`src/sos_pkg.sv`:
```
package sos_pkg;
	// Clock rate and derived timing counts.
	localparam int unsigned CLK_HZ = 100_000_000;
	localparam int unsigned FB_WINDOW_MS = 500;
	localparam int unsigned SIMUL_WINDOW_MS = 500;
	localparam int unsigned LINK_EXTRA_MS = 20;
	localparam int unsigned LINK_DELAY_EXTRA_MS = 40;
	localparam int unsigned FB_WINDOW_CYC = FB_WINDOW_MS * (CLK_HZ / 1000);
	localparam int unsigned SIMUL_WINDOW_CYC =
		SIMUL_WINDOW_MS * (CLK_HZ / 1000);
	localparam int unsigned LINK_EXTRA_CYC = LINK_EXTRA_MS * (CLK_HZ / 1000);
	localparam int unsigned LINK_DELAY_EXTRA_CYC =
		LINK_DELAY_EXTRA_MS * (CLK_HZ / 1000);
	// Reference contour tolerance in millimetres.
	localparam logic [15:0] CONTOUR_TOL_MM = 16'h00c8;
	// Field select width and counter width.
	localparam int unsigned SEL_W = 10;
	localparam int unsigned PAIR_W = 7;
	localparam int unsigned CNT_W = 32;
	// Linkage modes.
	localparam logic [1:0] LINK_NONE = 2'h0;
	localparam logic [1:0] LINK_CONTACT = 2'h1;
	localparam logic [1:0] LINK_ELECTRONIC = 2'h2;
	// Fault codes shown on the display.
	localparam logic [3:0] FAULT_NONE = 4'h0;
	localparam logic [3:0] FAULT_FB_CLOSED = 4'h1;
	localparam logic [3:0] FAULT_FB_OPEN = 4'h2;
	localparam logic [3:0] FAULT_FB_RECLOSE = 4'h3;
	localparam logic [3:0] MSG_SIMUL = 4'h4;
	// Supervisor states.
	typedef enum logic [3:0] {
		SOS_OFF = 4'b0001,
		SOS_CHECK_OPEN = 4'b0010,
		SOS_ON = 4'b0100,
		SOS_FAULT = 4'b1000
	} sos_state_t;
endpackage

```
`src/sos_simul_check.sv`:
```
// Two-channel simultaneity checker for upstream contacts or output channels.
module sos_simul_check (
	input wire logic clock_i,
	input wire logic rst_i,
	input wire logic [31:0] window_cyc_i,
	input wire logic ch_a_i,
	input wire logic ch_b_i,
	output logic ok_o,
	output logic mismatch_o
);
	import sos_pkg::*;
	logic [31:0] cnt_q, cnt_d;
	logic ok_q, ok_d;
	logic bad_q, bad_d;

	// After both open, the second channel must close within the window after the first closes to be accepted.
	always_comb begin
		cnt_d = cnt_q;
		ok_d = ok_q;
		bad_d = 1'b0;
		if (!ch_a_i && !ch_b_i) begin
			cnt_d = '0;
			ok_d = 1'b0;
		end else if (ch_a_i && ch_b_i) begin
			if (!ok_q && cnt_q <= window_cyc_i)
				ok_d = 1'b1;
		end else begin
			ok_d = 1'b0;
			if (cnt_q <= window_cyc_i)
				cnt_d = cnt_q + 32'h1;
			if (cnt_q == window_cyc_i)
				bad_d = 1'b1;
		end
	end

	always_ff @(posedge clock_i or posedge rst_i) begin
		if (rst_i) begin
			cnt_q <= '0;
			ok_q <= 1'b0;
			bad_q <= 1'b0;
		end else begin
			cnt_q <= cnt_d;
			ok_q <= ok_d;
			bad_q <= bad_d;
		end
	end
	assign ok_o = ok_q;
	assign mismatch_o = bad_q;
endmodule

```
`src/sos_supervisor.sv`:
```
// What this block does
// - Impermissible field-pair changeover switches outputs off
// - Changeover to deactivated pair switches off while order_check_en_i is set
// - Contour deviation beyond 200 mm switches off
// - Standby mode suspends monitoring, outputs off
// - Secondary outputs are delayed copy of primary
// - No restart until delay fully elapsed
// - Feedback closed required before every switch-on
// - Feedback opens within 500 ms after release
// - Feedback recloses within 500 ms after off
// - Failed feedback check forces fault interlock
// - Linkage adds 20 ms response delay
// - Linkage with delay adds up to 40 ms
// - Contact linkage needs both contacts closed together
// - Electronic linkage needs both upstream channels on
// - Upstream channels off force outputs off
// - Indication signals with configurable mapping
// - Changeover interval keeps old pair monitored
module sos_supervisor (
	input wire logic clock_i,
	input wire logic rst_i,
	input wire logic [sos_pkg::SEL_W-1:0] field_select_i,
	input wire logic [31:0] changeover_cyc_i,
	input wire logic order_check_en_i,
	input wire logic transition_ok_i,
	input wire logic target_deactivated_i,
	input wire logic contour_present_i,
	input wire logic [15:0] contour_dev_mm_i,
	input wire logic standby_i,
	input wire logic field_free_i,
	input wire logic warn_violated_i,
	input wire logic single_function_i,
	input wire logic [31:0] delay_cyc_i,
	input wire logic fb_monitor_en_i,
	input wire logic contactor_feedback_input_i,
	input wire logic [1:0] link_mode_i,
	input wire logic link_a_i,
	input wire logic link_b_i,
	input wire logic restart_i,
	input wire logic [7:0] signal_map_i,
	output logic [1:0] primary_safety_outputs_o,
	output logic [1:0] secondary_safety_outputs_o,
	output logic [sos_pkg::SEL_W-1:0] active_select_o,
	output logic changeover_active_o,
	output logic fault_interlock_o,
	output logic [3:0] display_code_o,
	output logic [1:0] indication_o
);
	import sos_pkg::*;

	// Field select, feedback and both link pins pass two flip-flops before use.
	localparam int unsigned NSYNC = SEL_W + 3;
	logic [NSYNC-1:0] raw, s1_q, s2_q;
	assign raw = {field_select_i, contactor_feedback_input_i,
		link_a_i, link_b_i};
	always_ff @(posedge clock_i or posedge rst_i) begin
		if (rst_i) begin
			s1_q <= '0;
			s2_q <= '0;
		end else begin
			s1_q <= raw;
			s2_q <= s1_q;
		end
	end
	logic [SEL_W-1:0] sel_s;
	logic fb_s, la_s, lb_s;
	assign sel_s = s2_q[NSYNC-1:3];
	assign fb_s = s2_q[2];
	assign la_s = s2_q[1];
	assign lb_s = s2_q[0];

	// Changeover: old selection stays in force until the interval ends.
	logic [SEL_W-1:0] act_q, act_d, last_q, last_d;
	logic [31:0] co_q, co_d;
	logic co_run_q, co_run_d, co_trip;
	always_comb begin
		act_d = act_q;
		last_d = sel_s;
		co_d = co_q;
		co_run_d = co_run_q;
		co_trip = 1'b0;
		if (sel_s != last_q) begin
			co_run_d = 1'b1;
			co_d = '0;
		end else if (co_run_q) begin
			if (co_q >= changeover_cyc_i) begin
				co_run_d = 1'b0;
				act_d = sel_s;
				co_trip = order_check_en_i &&
					(!transition_ok_i || target_deactivated_i);
			end else
				co_d = co_q + 32'h1;
		end
	end
	always_ff @(posedge clock_i or posedge rst_i) begin
		if (rst_i) begin
			act_q <= '0;
			last_q <= '0;
			co_q <= '0;
			co_run_q <= 1'b0;
		end else begin
			act_q <= act_d;
			last_q <= last_d;
			co_q <= co_d;
			co_run_q <= co_run_d;
		end
	end

	// Linkage simultaneity checking.
	logic link_ok, link_bad;
	sos_simul_check u_simul (
		.clock_i(clock_i),
		.rst_i(rst_i),
		.window_cyc_i(SIMUL_WINDOW_CYC),
		.ch_a_i(la_s),
		.ch_b_i(lb_s),
		.ok_o(link_ok),
		.mismatch_o(link_bad)
	);
	logic link_en;
	assign link_en = (link_mode_i == LINK_CONTACT) ||
		(link_mode_i == LINK_ELECTRONIC);

	// Linked demand is held back by the extra response time so that the
	// link path cannot switch off faster than the documented budget.
	logic [31:0] lk_q, lk_d;
	logic link_drop;
	always_comb begin
		lk_d = '0;
		if (link_en && !link_ok) begin
			lk_d = lk_q;
			if (lk_q < LINK_EXTRA_CYC)
				lk_d = lk_q + 32'h1;
		end
	end
	assign link_drop = link_en && !link_ok &&
		lk_q >= LINK_EXTRA_CYC - 1;
	always_ff @(posedge clock_i or posedge rst_i) begin
		if (rst_i)
			lk_q <= '0;
		else
			lk_q <= lk_d;
	end

	// Combined switch-on permission.
	logic contour_bad, permit, trip;
	assign contour_bad = contour_present_i &&
		contour_dev_mm_i > CONTOUR_TOL_MM;
	assign permit = field_free_i && !contour_bad && !standby_i &&
		(!link_en || link_ok);
	assign trip = co_trip || contour_bad || standby_i || link_drop ||
		!field_free_i;

	// Main supervisor with feedback monitoring and fault interlock.
	logic delay_busy, restart_ok;
	sos_state_t st_q, st_d;
	logic [31:0] fw_q, fw_d;
	logic rc_q, rc_d;
	logic [3:0] code_q, code_d;
	always_comb begin
		st_d = st_q;
		fw_d = fw_q;
		rc_d = rc_q;
		code_d = code_q;
		if (link_bad)
			code_d = MSG_SIMUL;
		// A pending reclose check is dropped once monitoring is turned off.
		// Otherwise a stale check would resume once monitoring is back on.
		if (rc_q) begin
			if (!fb_monitor_en_i || fb_s)
				rc_d = 1'b0;
			else if (fw_q >= FB_WINDOW_CYC)
				rc_d = 1'b0;
		end
		unique case (st_q)
			SOS_OFF: begin
				if (rc_q && fb_monitor_en_i && !fb_s &&
					fw_q >= FB_WINDOW_CYC) begin
					st_d = SOS_FAULT;
					code_d = FAULT_FB_RECLOSE;
				end else if (rc_q && fb_monitor_en_i)
					fw_d = fw_q + 32'h1;
				else if (permit && !delay_busy && restart_ok) begin
					if (fb_monitor_en_i && !fb_s) begin
						st_d = SOS_FAULT;
						code_d = FAULT_FB_CLOSED;
					end else begin
						st_d = fb_monitor_en_i ? SOS_CHECK_OPEN : SOS_ON;
						fw_d = '0;
					end
				end
			end
			SOS_CHECK_OPEN: begin
				fw_d = fw_q + 32'h1;
				if (trip) begin
					st_d = SOS_OFF;
					fw_d = '0;
					rc_d = 1'b1;
				end else if (!fb_s)
					st_d = SOS_ON;
				else if (fw_q >= FB_WINDOW_CYC) begin
					st_d = SOS_FAULT;
					code_d = FAULT_FB_OPEN;
				end
			end
			SOS_ON: begin
				if (trip) begin
					st_d = SOS_OFF;
					fw_d = '0;
					rc_d = fb_monitor_en_i;
				end
			end
			SOS_FAULT: begin
				if (restart_i) begin
					st_d = SOS_OFF;
					code_d = FAULT_NONE;
					rc_d = 1'b0;
				end
			end
			default: st_d = SOS_FAULT;
		endcase
	end
	always_ff @(posedge clock_i or posedge rst_i) begin
		if (rst_i) begin
			st_q <= SOS_OFF;
			fw_q <= '0;
			rc_q <= 1'b0;
			code_q <= FAULT_NONE;
		end else begin
			st_q <= st_d;
			fw_q <= fw_d;
			rc_q <= rc_d;
			code_q <= code_d;
		end
	end

	// Delayed secondary channel; linkage stretches the delay budget.
	logic [31:0] dl_q, dl_d, dl_lim;
	logic sec_q, sec_d, prim_on;
	assign prim_on = (st_q == SOS_ON) || (st_q == SOS_CHECK_OPEN);
	assign dl_lim = link_en ? delay_cyc_i + LINK_DELAY_EXTRA_CYC
		: delay_cyc_i;
	assign delay_busy = single_function_i && sec_q && !prim_on;
	assign restart_ok = !single_function_i || !sec_q;
	always_comb begin
		dl_d = '0;
		sec_d = prim_on;
		if (single_function_i && !prim_on && sec_q) begin
			dl_d = dl_q + 32'h1;
			sec_d = dl_q < dl_lim;
		end else if (!single_function_i)
			sec_d = prim_on;
	end
	always_ff @(posedge clock_i or posedge rst_i) begin
		if (rst_i) begin
			dl_q <= '0;
			sec_q <= 1'b0;
		end else begin
			dl_q <= dl_d;
			sec_q <= sec_d;
		end
	end

	// Indication outputs with configurable source mapping.
	logic [3:0] ind_src;
	logic [1:0] ind_q, ind_d;
	assign ind_src = {st_q == SOS_FAULT, co_run_q, warn_violated_i,
		!field_free_i};
	always_comb begin
		ind_d[0] = ind_src[signal_map_i[1:0]];
		ind_d[1] = ind_src[signal_map_i[5:4]];
	end
	always_ff @(posedge clock_i or posedge rst_i) begin
		if (rst_i)
			ind_q <= '0;
		else
			ind_q <= ind_d;
	end

	assign primary_safety_outputs_o = {2{prim_on}};
	assign secondary_safety_outputs_o = {2{sec_q}};
	assign active_select_o = act_q;
	assign changeover_active_o = co_run_q;
	assign fault_interlock_o = (st_q == SOS_FAULT);
	assign display_code_o = code_q;
	assign indication_o = ind_q;

	// Fault state must hold outputs off until restart is asked for.
	AST_FAULT_HOLD: assert property (@(posedge clock_i) disable iff (rst_i)
		(st_q == SOS_FAULT && !restart_i) |=> st_q == SOS_FAULT)
		else $error("fault interlock left without restart");
	AST_FAULT_OFF: assert property (@(posedge clock_i) disable iff (rst_i)
		st_q == SOS_FAULT |-> primary_safety_outputs_o == 2'h0)
		else $error("outputs on in fault interlock");
	AST_STANDBY: assert property (@(posedge clock_i) disable iff (rst_i)
		standby_i |=> !(st_q == SOS_ON))
		else $error("outputs on in standby");
	AST_CONTOUR: assert property (@(posedge clock_i) disable iff (rst_i)
		contour_bad |=> st_q != SOS_ON)
		else $error("contour deviation did not switch off");
	AST_ON_NEEDS_FB: assert property (@(posedge clock_i) disable iff (rst_i)
		(st_q == SOS_OFF && fb_monitor_en_i && !fb_s) |=>
		st_q != SOS_CHECK_OPEN)
		else $error("switch-on with feedback open");
	AST_CO_TRIP: assert property (@(posedge clock_i) disable iff (rst_i)
		co_trip |=> st_q != SOS_ON)
		else $error("bad changeover did not switch off");
	AST_SEC_FOLLOW: assert property (@(posedge clock_i) disable iff (rst_i)
		(!single_function_i && prim_on) |=> sec_q)
		else $error("secondary did not follow primary");
	AST_LINK_ON: assert property (@(posedge clock_i) disable iff (rst_i)
		(link_en && !link_ok && st_q == SOS_OFF) |=> st_q == SOS_OFF ||
		st_q == SOS_FAULT)
		else $error("switch-on without linkage");
endmodule

```
`config.mk`:
```
export PLATFORM = sky130hd
export DESIGN_NAME = sos_supervisor
export DESIGN_NICKNAME = d
export VERILOG_FILES = /design/src/sos_pkg.sv /design/src/sos_simul_check.sv /design/src/sos_supervisor.sv
export SDC_FILE = /design/constraint.sdc
export NUM_CORES = 1
export LEC_CHECK = 0
export ABC_AREA = 1
export BUFFER_PORTS_ARGS = -buffer_cell sky130_fd_sc_hd__clkbuf_2
export CAP_MARGIN = 10
export CORE_AREA = 2 2 145 289
export DETAILED_ROUTE_END_ITERATION = 16
export DIE_AREA = 0 0 147 291
export GPL_ROUTABILITY_DRIVEN = 1
export MAX_ROUTING_LAYER = met4
export PLACE_DENSITY = 0.57
export SLEW_MARGIN = 20
export SYNTH_ARGS = -nofsm -noshare
export SYNTH_HDL_FRONTEND = slang
export SYNTH_SLANG_ARGS = --single-unit
```
`constraint.sdc`:
```
create_clock -name clock_i -period 15.99 [get_ports clock_i]
set_input_delay 1.599 -clock clock_i [delete_from_list [all_inputs] [get_ports clock_i]]
set_output_delay 1.599 -clock clock_i [all_outputs]
set_load 0.01 [all_outputs]
```
Yosys cells after proc, flatten, opt, wreduce, memory -nomap -nowiden:

Index checks and enable logic that the tools add are counted.

* logic and storage cells: 167
* register bits: 221
* input bits: 115
* output and inout bits: 22

* order comparisons: 9
* $add $sub $neg: 6
* equal/unequal tests: 20
* bitwise gates (word level): 1
* mux-type cells: 62
* reductions and logical operators: 52

Operators by type and width (number)
* two-way mux 32 bit: 16
* adder 32 x 1 -> 32 bit (second input constant): 5
* case mux 32 bit (3 select lines): 1
* two-way mux 4 bit: 18
* adder 32 x 22 -> 32 bit (second input constant): 1
* equality test 32 x 26 -> 1 bit (second input constant): 1
* >= comparator 32 x 21 -> 1 bit (second input constant): 1
* >= comparator 32 x 26 -> 1 bit (second input constant): 1
* >= comparator 32 bit: 1
* less-or-equal comparator 32 x 26 -> 1 bit (second input constant): 1
* < comparator 32 x 21 -> 1 bit (second input constant): 1
* < comparator 32 bit: 1
* two-way mux 1 bit: 21
* logical AND 1 bit: 20
* > comparator 16 x 8 -> 1 bit (second input constant): 1
* case mux 4 bit (4 select lines): 1
* zero test 1 bit: 14
* inequality test 3 bit (second input constant): 4
* case mux 4 bit (3 select lines): 1
* logical OR 1 bit: 10
* inequality test 10 bit: 1
* AND reduction 5 bit: 2
* inequality test 2 bit (second input constant): 4
* < comparator 2 x 3 -> 1 bit (second input constant): 2
* 17 further kinds: 21

Depth between registers and ports, before layout:

Gate-level depths: netlist (run 1).

* depth after elaboration: 12
* gate-level depth with buffers: 22
* mapped depth without buffers: 21

Hierarchy:

Synthesis (run 1) repeated with hierarchy kept, for this count alone.

* cells, all modules: 2111
* area, all modules: 15409.8 µm²

By module, submodules not included
* sos_supervisor: instances 1, cells an instance 1644, sequential area each 4680.7 µm², area an instance 12323.1 µm²
* sos_simul_check: instances 1, cells an instance 467, sequential area each 850.8 µm², area an instance 3086.7 µm²

Least setup slack after synthesis (run 1):

No wires, ideal clock.

* path type: input-to-reg
* start: input link_mode_i[0]
* end: register sec_q
* data arrival time: 3.454 ns
* setup time: 0.068 ns
* stages on the path: 14
* path buffers: 0
* required time: 15.922 ns
* slack: 12.468 ns
* cells stage by stage: nand2_1 -> nand2_8 -> nor2_1 -> nand2_1 -> nor2_1 -> nand2_1 -> nor4_1 -> xnor2_1 -> ha_1 -> nand4_1 -> nor3_1 -> a221oi_1 -> nand3_1 -> nand2_1

* cells in the longest elaborated chain, start to end: 5
* elaborated cells on any way between the ends: 6
* those cells by class: order compare (1); eq/ne (2); mux (2); reduce/logical (1)

Ends and longest elaborated chain
* start: declaration: RTL line sos_supervisor.sv:36 `input wire logic [1:0] link_mode_i,`
* equality test 2 x 1 -> 1 bit or equality test 2 bit (tied branches): RTL line sos_supervisor.sv:121, sos_supervisor.sv:122
* logical OR 1 bit *: RTL line sos_supervisor.sv:121 `assign link_en = (link_mode_i == LINK_CONTACT) ||`
* two-way mux 32 bit *: RTL line sos_supervisor.sv:241 `assign dl_lim = link_en ? delay_cyc_i + LINK_DELAY_EXTRA_CYC`
* < comparator 32 bit *: RTL line sos_supervisor.sv:250 `sec_d = dl_q < dl_lim;`
* two-way mux 1 bit *: RTL line sos_supervisor.sv:248 `if (single_function_i && !prim_on && sec_q) begin`
* named net sec_d: RTL line sos_supervisor.sv:239 `logic sec_q, sec_d, prim_on;`
* end signal: assignment: RTL line sos_supervisor.sv:257 `sec_q <= 1'b0;`
* end signal: assignment: RTL line sos_supervisor.sv:260 `sec_q <= sec_d;`
* end: declaration: RTL line sos_supervisor.sv:239

Mark *: on every way through the listed nets, which the timed path passes. The rest lies on a longest branch.
A chain may end at the register's enable or synchronous reset.

Worst setup path after layout (run 1):

* start: input link_mode_i[0]
* end: register fw_q[2]

* cells in the longest elaborated chain, start to end: 9
* elaborated cells on any way between the ends: 17
* those cells by class: eq/ne (4); mux (2); reduce/logical (11)

Ends and longest elaborated chain
* equality test 2 x 1 -> 1 bit or equality test 2 bit (tied branches): RTL line sos_supervisor.sv:121, sos_supervisor.sv:122
* logical OR 1 bit *: RTL line sos_supervisor.sv:121
* zero test 1 bit: RTL line sos_supervisor.sv:150 `(!link_en || link_ok);`
* logical OR 1 bit: RTL line sos_supervisor.sv:150
* logical AND 1 bit: RTL line sos_supervisor.sv:149 `assign permit = field_free_i && !contour_bad && !standby_i &&`
* logical AND 1 bit (2 in a row): RTL line sos_supervisor.sv:183 `else if (permit && !delay_busy && restart_ok) begin`
* inequality test 3 bit (no source line)
* AND reduction 5 bit (no source line)
* end signal: assignment: RTL line sos_supervisor.sv:231 `fw_q <= fw_d;`
* end: declaration: RTL line sos_supervisor.sv:157 `logic [31:0] fw_q, fw_d;`

Mark *: on every way between the ends. The rest lies on a longest branch, timed or not.

==> impl_metrics.json, run 1 <==
{
  "status": "completed",
  "skew_ns": 0.0250,
  "die_w_um": 147,
  "synth_edf_count": 0,
  "cp.depth": 14,
  "setup_tns_ns": 0,
  "clk_pin_slew_worst_paths_ns": 0.06,
  "nets": 2188,
  "h-tree-depth": 1,
  "setup.worst_path.start_class": "input pin",
  "worst_path_max_delay_cell": "inv_2",
  "core_um2": 40700,
  "rsz0062_at_grt": "false",
  "ctsHoldBuffers": 0,
  "fin_cells": 2555,
  "p_leak_nw": 7.83,
  "io_buffers": 132,
  "viasPerCell": 4.79,
  "drt-total-wl_um": 34400,
  "drc_errors": 0,
  "cap_violations": 0,
  "synth_mux_area_share_pct": 0.711,
  "grt_pass1_vias": 11900,
  "synth_compound_gate_area_share_pct": 8.43,
  "synth_nets": 2062,
  "p_per_area_nw_per_um2": 83.0,
  "synth_common_cells": "nand2_1 (415), inv_1 (266), dfrtp_1 (220), nor2_1 (203), nand3_1 (141)",
  "die_y_um": 291,
  "setup_viol": 0,
  "grt_usage_pct": 16.8,
  "slowest_delay_ns": 0.62,
  "yosysWarnings": 0,
  "numCtsBuffers": 24,
  "dp_cells": 2511,
  "drive_gt1_share_pct": 12.5,
  "clock-sinks": 221,
  "yosys.area.top_type_share_pct": 39.1,
  "critPathKind": "input pin to register",
  "drtAntennaViolNets": 0,
  "hp-class": "register to register",
  "worst_ep_required_time_ns": 16.47,
  "reg2reg_depth": 11,
  "drtIter0Drc": 598,
  "synth-xor-area-share_pct": 4.91,
  "path_common_cell": "nand2_1",
  "insertedDiodeCount": 0,
  "wire_per_inst_um": 13.5,
  "synthesis.area_um2": 14100,
  "worstMarginPinSlew_ns": 1.10,
  "dr.pass1.iters": 5,
  "fin_ws_ns": 11.86,
  "crit_path_max_fanout": 33,
  "synthFlopType": "dfrtp_1",
  "place_ws_ns": 11.22,
  "hold-path-cell-count": 0,
  "synth-seq-cells": 221,
  "cts_setup_buffers": 0,
  "synth-async-reset-ratio_pct": 100,
  "holdWs_ns": 0.347,
  "netlist_top_cells_area": "dfrtp_1 (39%), nand2_1 (11%), inv_1 (7.1%)",
  "path_delay_family": "simple AND/OR/NAND/NOR gates",
  "clockBufferDepth": 3,
  "finalHoldViolations": 0,
  "place_congestion": 0.858,
  "peakVddDrop_mv": 0.0905,
  "yosys.area_share.simple_pct": 31.3,
  "slew_headroom_pct": 26.6,
  "ios": 137,
  "fmax_ghz": 0.242,
  "dp_hpwl_um": 25400,
  "slew_viol_final": 0,
  "grt_first_pass_wirelength_um": 58600,
  "vias": 12300,
  "antenna_found_initial": 0,
  "root_buffer": "clkbuf_16",
  "fin_crit_ns": 4.13,
  "clock_latency_ns": 0.55,
  "power.total_mw": 1.33,
  "die_area_um2": 42800,
  "synth.avg_cell_area_um2": 7.50,
  "end_kind": "register",
  "arrival_ns": 4.62,
  "syn_inst": 1876,
  "synth-adder-area-share_pct": 6.31,
  "grt_max_degree": 79,
  "synth.largest_area_cell": "dfrtp_1",
  "start_util_pct": 34.6,
  "gr-total-overflow": 0,
  "critPathBufInv": 3,
  "yosysMostFrequentCell": "nand2_1",
  "post-route-period-util_pct": 25.9,
  "ctsResizeCount": 0,
  "crit_chain": "clkbuf_2 > nand2_1 > nand2_8 > nor2_2 > clkinv_2 > nor2_1 > nand3_1 > nand3_1 > nor2_8 > nand3_4 > nand2_2 > inv_2 > nand2_1 > nand2_1",
  "area_growth_pct": 13.6,
  "synth_top_family_by_area": "simple AND/OR/NAND/NOR gates",
  "synth_cell_types": 60,
  "cts_tree": "yes",
  "std_cell_rows": 105,
  "synth_seq_area_share_pct": 39.3
}
## worst paths after layout
path	from	end	slack, ns
worst max-delay path	link_mode_i[0]	fw_q[2]$_DFFE_PP0P_	11.86
worst min-delay path	s1_q[0]$_DFF_PP0_	s2_q[0]$_DFF_PP0_	0.35
worst max register to register	s2_q[5]$_DFF_PP0_	fw_q[2]$_DFFE_PP0P_	12.81
worst min register to register	s1_q[0]$_DFF_PP0_	s2_q[0]$_DFF_PP0_	0.35
max in group asynchronous	rst_i	dl_q[3]$_DFF_PP0_	13.56
min in group asynchronous	rst_i	lk_q[15]$_DFFE_PP0P_	1.11
## power breakdown
part / switching [mW] / internal, mW
registers: 0.0132 / 0.577
logic: 0.142 / 0.0594
clock network: 0.240 / 0.297
## area by class of cell
class / instances / area, µm²
Fill cell: 4297 / 24700
Multi-Input combinational cell: 1338 / 7280
Sequential cell: 221 / 5530
Inverter: 279 / 1060
Timing Repair Buffer: 138 / 709
Clock buffer: 33 / 674
Tap cell: 535 / 669
Clock inverter: 11 / 73.8
## state kept, by name, summed over array words and instances, names as in the netlist, 2 cells and up
name / count
s2_q: 13
dl_q: 32
display_code_o: 4
fw_q: 32
st_q: 4
indication_o: 2
co_q: 32
lk_q: 32
last_q: 10
s1_q: 13
u_simul.cnt_q: 32
active_select_o: 10
## per-layer routing
layer	vias to the layer above	wire length (µm)	track usage [%]
met4	0	508	3.92
met3	29	1640	1.99
met2	260	15800	27.1
li1	6378	-	-
met5	-	0	-
met1	5583	16400	22.8
## cells by family after synthesis
group           after synthesis
simple gates                966
buf+inv                     317
flops                       221
compound gates              213
xor+xnor                     79
fa+ha+maj                    71
mux                           9
## through the flow
stage | util (%) | instance area [µm²]
after floorplan | - | 14100
after global placement | 37.4 | 15200
after detailed placement | 37.4 | 15200
after CTS | 39.3 | 16000
after global routing | 39.3 | 16000
final | 39.3 | 16000
## cells in the final DEF (no fill, tap or decap), types with 10 or more instances in the layout
cell	synthesis	routed
clkbuf_2	0	132
nand4_1	49	49
inv_1	266	265
inv_2	10	10
nand2_1	415	415
nand3_1	141	141
o21a_1	12	12
xor2_1	52	52
ha_1	71	71
o21ai_0	71	71
a21oi_1	92	92
xnor2_1	27	27
dfrtp_1	220	220
nor4_1	31	31
nor2_1	203	203
nand2_2	10	10
clkbuf_16	0	24
nor2_2	14	14
nor3_1	64	64
Power figures use the tool's default switching activity.
==> inputs of run 2 (changes only) <==
clock period = 4 ns   (was 15.99 ns; I/O delays follow)
==> run 2 against run 1 <==
Effect of this change: global-route usage down 0.20 points; wire length fell by 0.19%; critical path depth is 3 higher; critical endpoint is now fw_q[15]$_DFFE_PP0P_; largest cell class unchanged; largest power group unchanged.
==> impl_metrics.json, run 2 (same netlist as run 1, synthesis figures left out) <==
{
  "status": "completed",
  "internal_power_mw": 3.94,
  "fin_crit_ns": 2.71,
  "pwr-share-clk_pct": 41.9,
  "clockBufferDepth": 3,
  "fmax_ghz": 0.368,
  "reg2reg_slack_ns": 1.29,
  "start_util_pct": 34.6,
  "nFillCells": 4301,
  "place_congestion": 0.893,
  "skew_ns": 0.00948,
  "die_area_um2": 42800,
  "viasPerCell": 4.79,
  "reg2reg_depth": 17,
  "drt-total-wl_um": 34300,
  "multi_input_area_um2": 7280,
  "crit_path_max_fanout": 32,
  "switchingPower_mw": 1.60,
  "p_sw_share_pct": 28.9,
  "antenna_found_initial": 0,
  "ios": 137,
  "slew_headroom_pct": 49.6,
  "end_kind": "register",
  "h-tree-depth": 1,
  "setup_tns_ns": 0,
  "slew_viol_final": 0,
  "cap_violations": 0,
  "gr-total-overflow": 0,
  "dp_hpwl_um": 25000,
  "drc_errors": 0,
  "seqCellArea_um2": 5530,
  "combPwrFrac_pct": 15.5,
  "r2r-start": "co_q[7]$_DFFE_PP0P_",
  "nets": 2210,
  "grt_max_degree": 119,
  "root_buffer": "clkbuf_16",
  "crit_end": "fw_q[15]$_DFFE_PP0P_",
  "core_um2": 40700,
  "vias": 12300,
  "clk_pin_slew_worst_paths_ns": 0.07,
  "rsz0062_at_grt": "false",
  "critPathKind": "register to register",
  "hp-class": "input pin to register",
  "die_w_um": 147,
  "dr.pass1.iters": 5,
  "ctsResizeCount": 0,
  "worst_ep_required_time_ns": 4.47,
  "clock_latency_ns": 0.54,
  "peakVddDrop_mv": 0.352,
  "grt_pass1_vias": 11900,
  "p_per_area_nw_per_um2": 340,
  "worstMarginPinSlew_ns": 0.755,
  "std_cell_rows": 105,
  "drive_gt1_share_pct": 12.8,
  "setup_viol": 0,
  "grt_first_pass_wirelength_um": 58200,
  "fin_ws_ns": 1.29,
  "area_growth_pct": 15.7,
  "p_leak_nw": 7.96,
  "drtAntennaViolNets": 0,
  "finalHoldViolations": 0,
  "die_y_um": 291,
  "drtIter0Drc": 531,
  "wire_per_inst_um": 13.3,
  "cts_tree": "yes",
  "clock-sinks": 221,
  "place_ws_ns": 1.15,
  "holdWs_ns": 0.0640,
  "io_buffers": 132,
  "numCtsBuffers": 24,
  "final_common_cell": "nand2_1",
  "layout_common_cells": "nand2_1 (415), inv_1 (265), dfrtp_1 (220)",
  "power.total_mw": 5.53,
  "setup.worst_path.start_class": "register",
  "r2r-end": "fw_q[15]$_DFFE_PP0P_",
  "insertedDiodeCount": 0,
  "grt_usage_pct": 16.6,
  "startpoint": "co_q[7]$_DFFE_PP0P_",
  "pwr-share-seq_pct": 42.7,
  "arrival_ns": 3.19,
  "post-route-period-util_pct": 67.9
}
[run 2: cell count changes in the layout (fill, tap and decap cells not counted), sizes merged]
| cell | previous run | this run |
|---|---|---|
| clkinv | 9 | 7 |
| buf | 6 | 14 |
| dlygate4sd3 | 0 | 14 |
| bufinv | 0 | 2 |
| inv | 278 | 277 |
[run 2: repair_timing]
item,CTS,global route
endpoints found under the hold margin,15,0
buffers inserted,0,0
hold buffers,14,0
[run 2: area by class of cell]
type                       instances  area share (%)
clock buffer                      33            4.33
tap                              535            4.11
sequential                       221            34.0
clock inverter                    10           0.669
multi-input combinational       1338            44.7
timing repair buffer             160            5.72
inverter                         279            6.49
[run 2: stage by stage]
step / cell area [µm²] / cells / utilization (%)
after floorplan: 14100 / 1876 / -
after global placement: 15300 / 2519 / 37.6
after detailed placement: 15300 / 2519 / 37.6
after CTS: 16300 / 2576 / 40.0
after global routing: 16300 / 2576 / 40.0
final: 16300 / 2576 / 40.0
[run 2: power by group through the flow]
stage	Combinational (mW)	Sequential [mW]	Clock [mW]
2_1_floorplan	0.598	2.39	0
5_1_grt	0.969	2.37	2.48
4_1_cts	0.865	2.36	2.40
3_5_place_dp	0.851	2.40	0
3_3_place_gp	0.841	2.40	0
6_report	0.856	2.36	2.32
[run 2: worst min path at each step]
stage                            from                        end  slack (ns)  cells past startpoint
global route          signal_map_i[1]  indication_o[0]$_DFF_PP0_        0.07                      2
detailed placement              rst_i        lk_q[0]$_DFFE_PP0P_        0.30                      2
floorplan           s1_q[0]$_DFF_PP0_          s2_q[0]$_DFF_PP0_        0.33                      0
CTS                   signal_map_i[1]  indication_o[0]$_DFF_PP0_        0.05                      2
finish                signal_map_i[1]  indication_o[0]$_DFF_PP0_        0.06                      2
global placement                rst_i        lk_q[1]$_DFFE_PP0P_        0.30                      2
[run 2: critical path, stage by stage (launching register included)]
cell     delay [ns]
dfrtp_1        0.42
ha_1           0.31
nand2_1        0.06
inv_1          0.08
nand2_1        0.07
nor2_1         0.10
nor2_1         0.05
nand2_1        0.05
nand2_1        0.04
nand2_1        0.08
nand2_1        0.07
nand2_1        0.11
nand4_2        0.24
nand3_4        0.19
nand2_2        0.07
inv_2          0.44
nand2_1        0.12
nand2_1        0.10
[run 2: per-layer routing]
layer	track usage, %	vias up	part of all wire [%]
met1	22.8	5619	48
met4	4.41	0	2.3
met2	26.4	265	46
met3	1.68	50	4.6
li1	-	6409	-
met5	-	-	0
==> inputs of run 3 (changes only) <==
PLACE_DENSITY = 0.59   (was 0.57)
clock period = 2.3 ns   (was 4 ns; I/O delays follow)
==> run 3 against run 2 <==
Effect of this change: the flow now finishes with violations (negative setup slack); global-route usage is 0.46 points higher; critical path depth is 4 lower; register-to-register slack worse by 1.3 ns; fmax is 16% higher; cell count is 6.2% higher; wire length is 7.3% higher; first-iteration DRC count is 18% higher; sequential cell count stayed put; hold slack better by 0.12 ns; die area stayed put; design area is 13% higher; sequential power is 74% higher; critical path type unchanged; highest routed layer unchanged.
==> impl_metrics.json, run 3 (same netlist as run 1, synthesis figures left out) <==
{
  "core_um2": 40700,
  "final_common_cell": "nand2_1",
  "place_ws_ns": -0.219,
  "p_leak_nw": 8.96,
  "grt_first_pass_wirelength_um": 59900,
  "end_kind": "register",
  "finalHoldViolations": 0,
  "worstMarginPinSlew_ns": 0.581,
  "setup_viol": 34,
  "drtAntennaViolNets": 0,
  "peakVddDrop_mv": 0.698,
  "wire_per_inst_um": 13.5,
  "violations": "negative setup slack",
  "worst_ep_required_time_ns": 2.73,
  "die_w_um": 147,
  "grt_pass1_vias": 12500,
  "area_growth_pct": 30.3,
  "slew_viol_final": 0,
  "critPathBufInv": 1,
  "drive_gt1_share_pct": 22.8,
  "setup_tns_ns": -0.915,
  "crit_chain": "ha_4 > nand2_2 > nor2_2 > nand4_1 > nor2_2 > nand2_4 > nand2_4 > nand4_4 > nand3_4 > nand2_8 > buf_12 > nand2_1 > nand2_1",
  "nets": 2368,
  "status": "complete, but fails checks",
  "vias": 13300,
  "dr.pass1.iters": 5,
  "crit_path_max_fanout": 16,
  "antenna_found_initial": 1,
  "viasPerCell": 4.84,
  "dp_hpwl_um": 26600,
  "slew_headroom_pct": 61.2,
  "r2r-end": "fw_q[8]$_DFFE_PP0P_",
  "layout_common_cells": "nand2_1 (392), inv_1 (258), dfrtp_1 (220)",
  "nFillCells": 4079,
  "worst_path_max_delay_cell": "dfrtp_1",
  "gr-total-overflow": 0,
  "drt-total-wl_um": 36800,
  "path_delay_family": "simple AND/OR/NAND/NOR gates",
  "fmax_ghz": 0.428,
  "dpl_cell_area_um2": 16400,
  "numCtsBuffers": 24,
  "power.total_mw": 10.6,
  "r2r-start": "co_q[29]$_DFFE_PP0P_",
  "fin_crit_ns": 2.34,
  "grt_usage_pct": 17.1,
  "post-route-period-util_pct": 102,
  "drc_errors": 0,
  "reg2reg_slack_ns": -0.04,
  "std_cell_rows": 105,
  "root_buffer": "clkbuf_16",
  "p_per_area_nw_per_um2": 580,
  "ios": 137,
  "fin_cells": 2736,
  "final_util_pct": 45.0,
  "h-tree-depth": 1,
  "clock-sinks": 221,
  "io_buffers": 132,
  "place_congestion": 0.892,
  "slowest_delay_ns": 0.42,
  "skew_ns": 0.0116,
  "final_area_um2": 18300,
  "clock_latency_ns": 0.54,
  "reg2reg_depth": 13,
  "clk_pin_slew_worst_paths_ns": 0.07,
  "drtIter0Drc": 627,
  "arrival_ns": 2.76,
  "holdWs_ns": 0.188,
  "cts_tree": "yes",
  "rsz0062_at_grt": "true",
  "cap_violations": 0,
  "start_util_pct": 34.6,
  "grt_max_degree": 91,
  "critPathKind": "register to register",
  "hp-class": "input pin to asynchronous set/reset pin",
  "die_y_um": 291,
  "clockBufferDepth": 3,
  "die_area_um2": 42800,
  "fin_ws_ns": -0.0357,
  "setup.worst_path.start_class": "register",
  "dp_cells": 2642
}
[run 3: cell type report]
| class | instances | area (µm²) | area share [%] |
|---|---|---|---|
| clock buffers | 31 | 678 | 3.70 |
| clock inverters | 13 | 226 | 1.23 |
| diodes | 1 | 2.50 | 0.0136 |
| well taps | 535 | 669 | 3.65 |
| inverters | 279 | 1080 | 5.87 |
| repair buffers | 318 | 2330 | 12.7 |
| multi-input cells | 1338 | 7830 | 42.7 |
| flip-flops and latches | 221 | 5530 | 30.2 |
[run 3: per-layer routing]
metal	up-vias	share of wire, %	track usage [%]	wire [µm]
li1	6739	-	-	-
met1	6193	47	22.4	17100
met3	39	4.3	1.99	1580
met5	-	0	-	0
met4	0	1.9	4.27	694
met2	281	47	28.2	17400
[run 3: worst max path at each step]
stage | startpoint | endpoint | slack (ns) | cells past startpoint
3_5_place_dp | delay_cyc_i[8] | sec_q$_DFF_PP0_ | -0.22 | 17
2_1_floorplan | rst_i | active_select_o[0]$_DFFE_PP0P_ | -0.81 | 1
3_3_place_gp | delay_cyc_i[8] | sec_q$_DFF_PP0_ | -0.17 | 17
6_report | co_q[29]$_DFFE_PP0P_ | fw_q[8]$_DFFE_PP0P_ | -0.04 | 13
4_1_cts | co_q[31]$_DFFE_PP0P_ | fw_q[14]$_DFFE_PP0P_ | 0.0009 | 15
5_1_grt | co_q[29]$_DFFE_PP0P_ | display_code_o[3]$_DFF_PP0_ | -0.17 | 14
[run 3: repair_timing]
action / CTS / global route
gates resized for setup: 16 / 121
buffers inserted: 1 / 25
hold buffers: 20 / 0
hold endpoints to repair: 54 / 0
setup endpoints to repair: 58 / 91
pin swaps: 7 / 41
cloned: 0 / 4
[run 3: where the power goes]
group | total [mW] | switching (mW) | internal [mW]
sequential | 4.10 | 0.0846 | 4.01
combinational | 2.07 | 1.23 | 0.839
clock | 4.47 | 1.71 | 2.76
total | 10.6 | 3.02 | 7.61
[run 3: tightest hold or removal path: stages]
cell	delay, ns
dlygate4sd3_1	0.53
clkbuf_2	0.12
clkinvlp_4	0.23
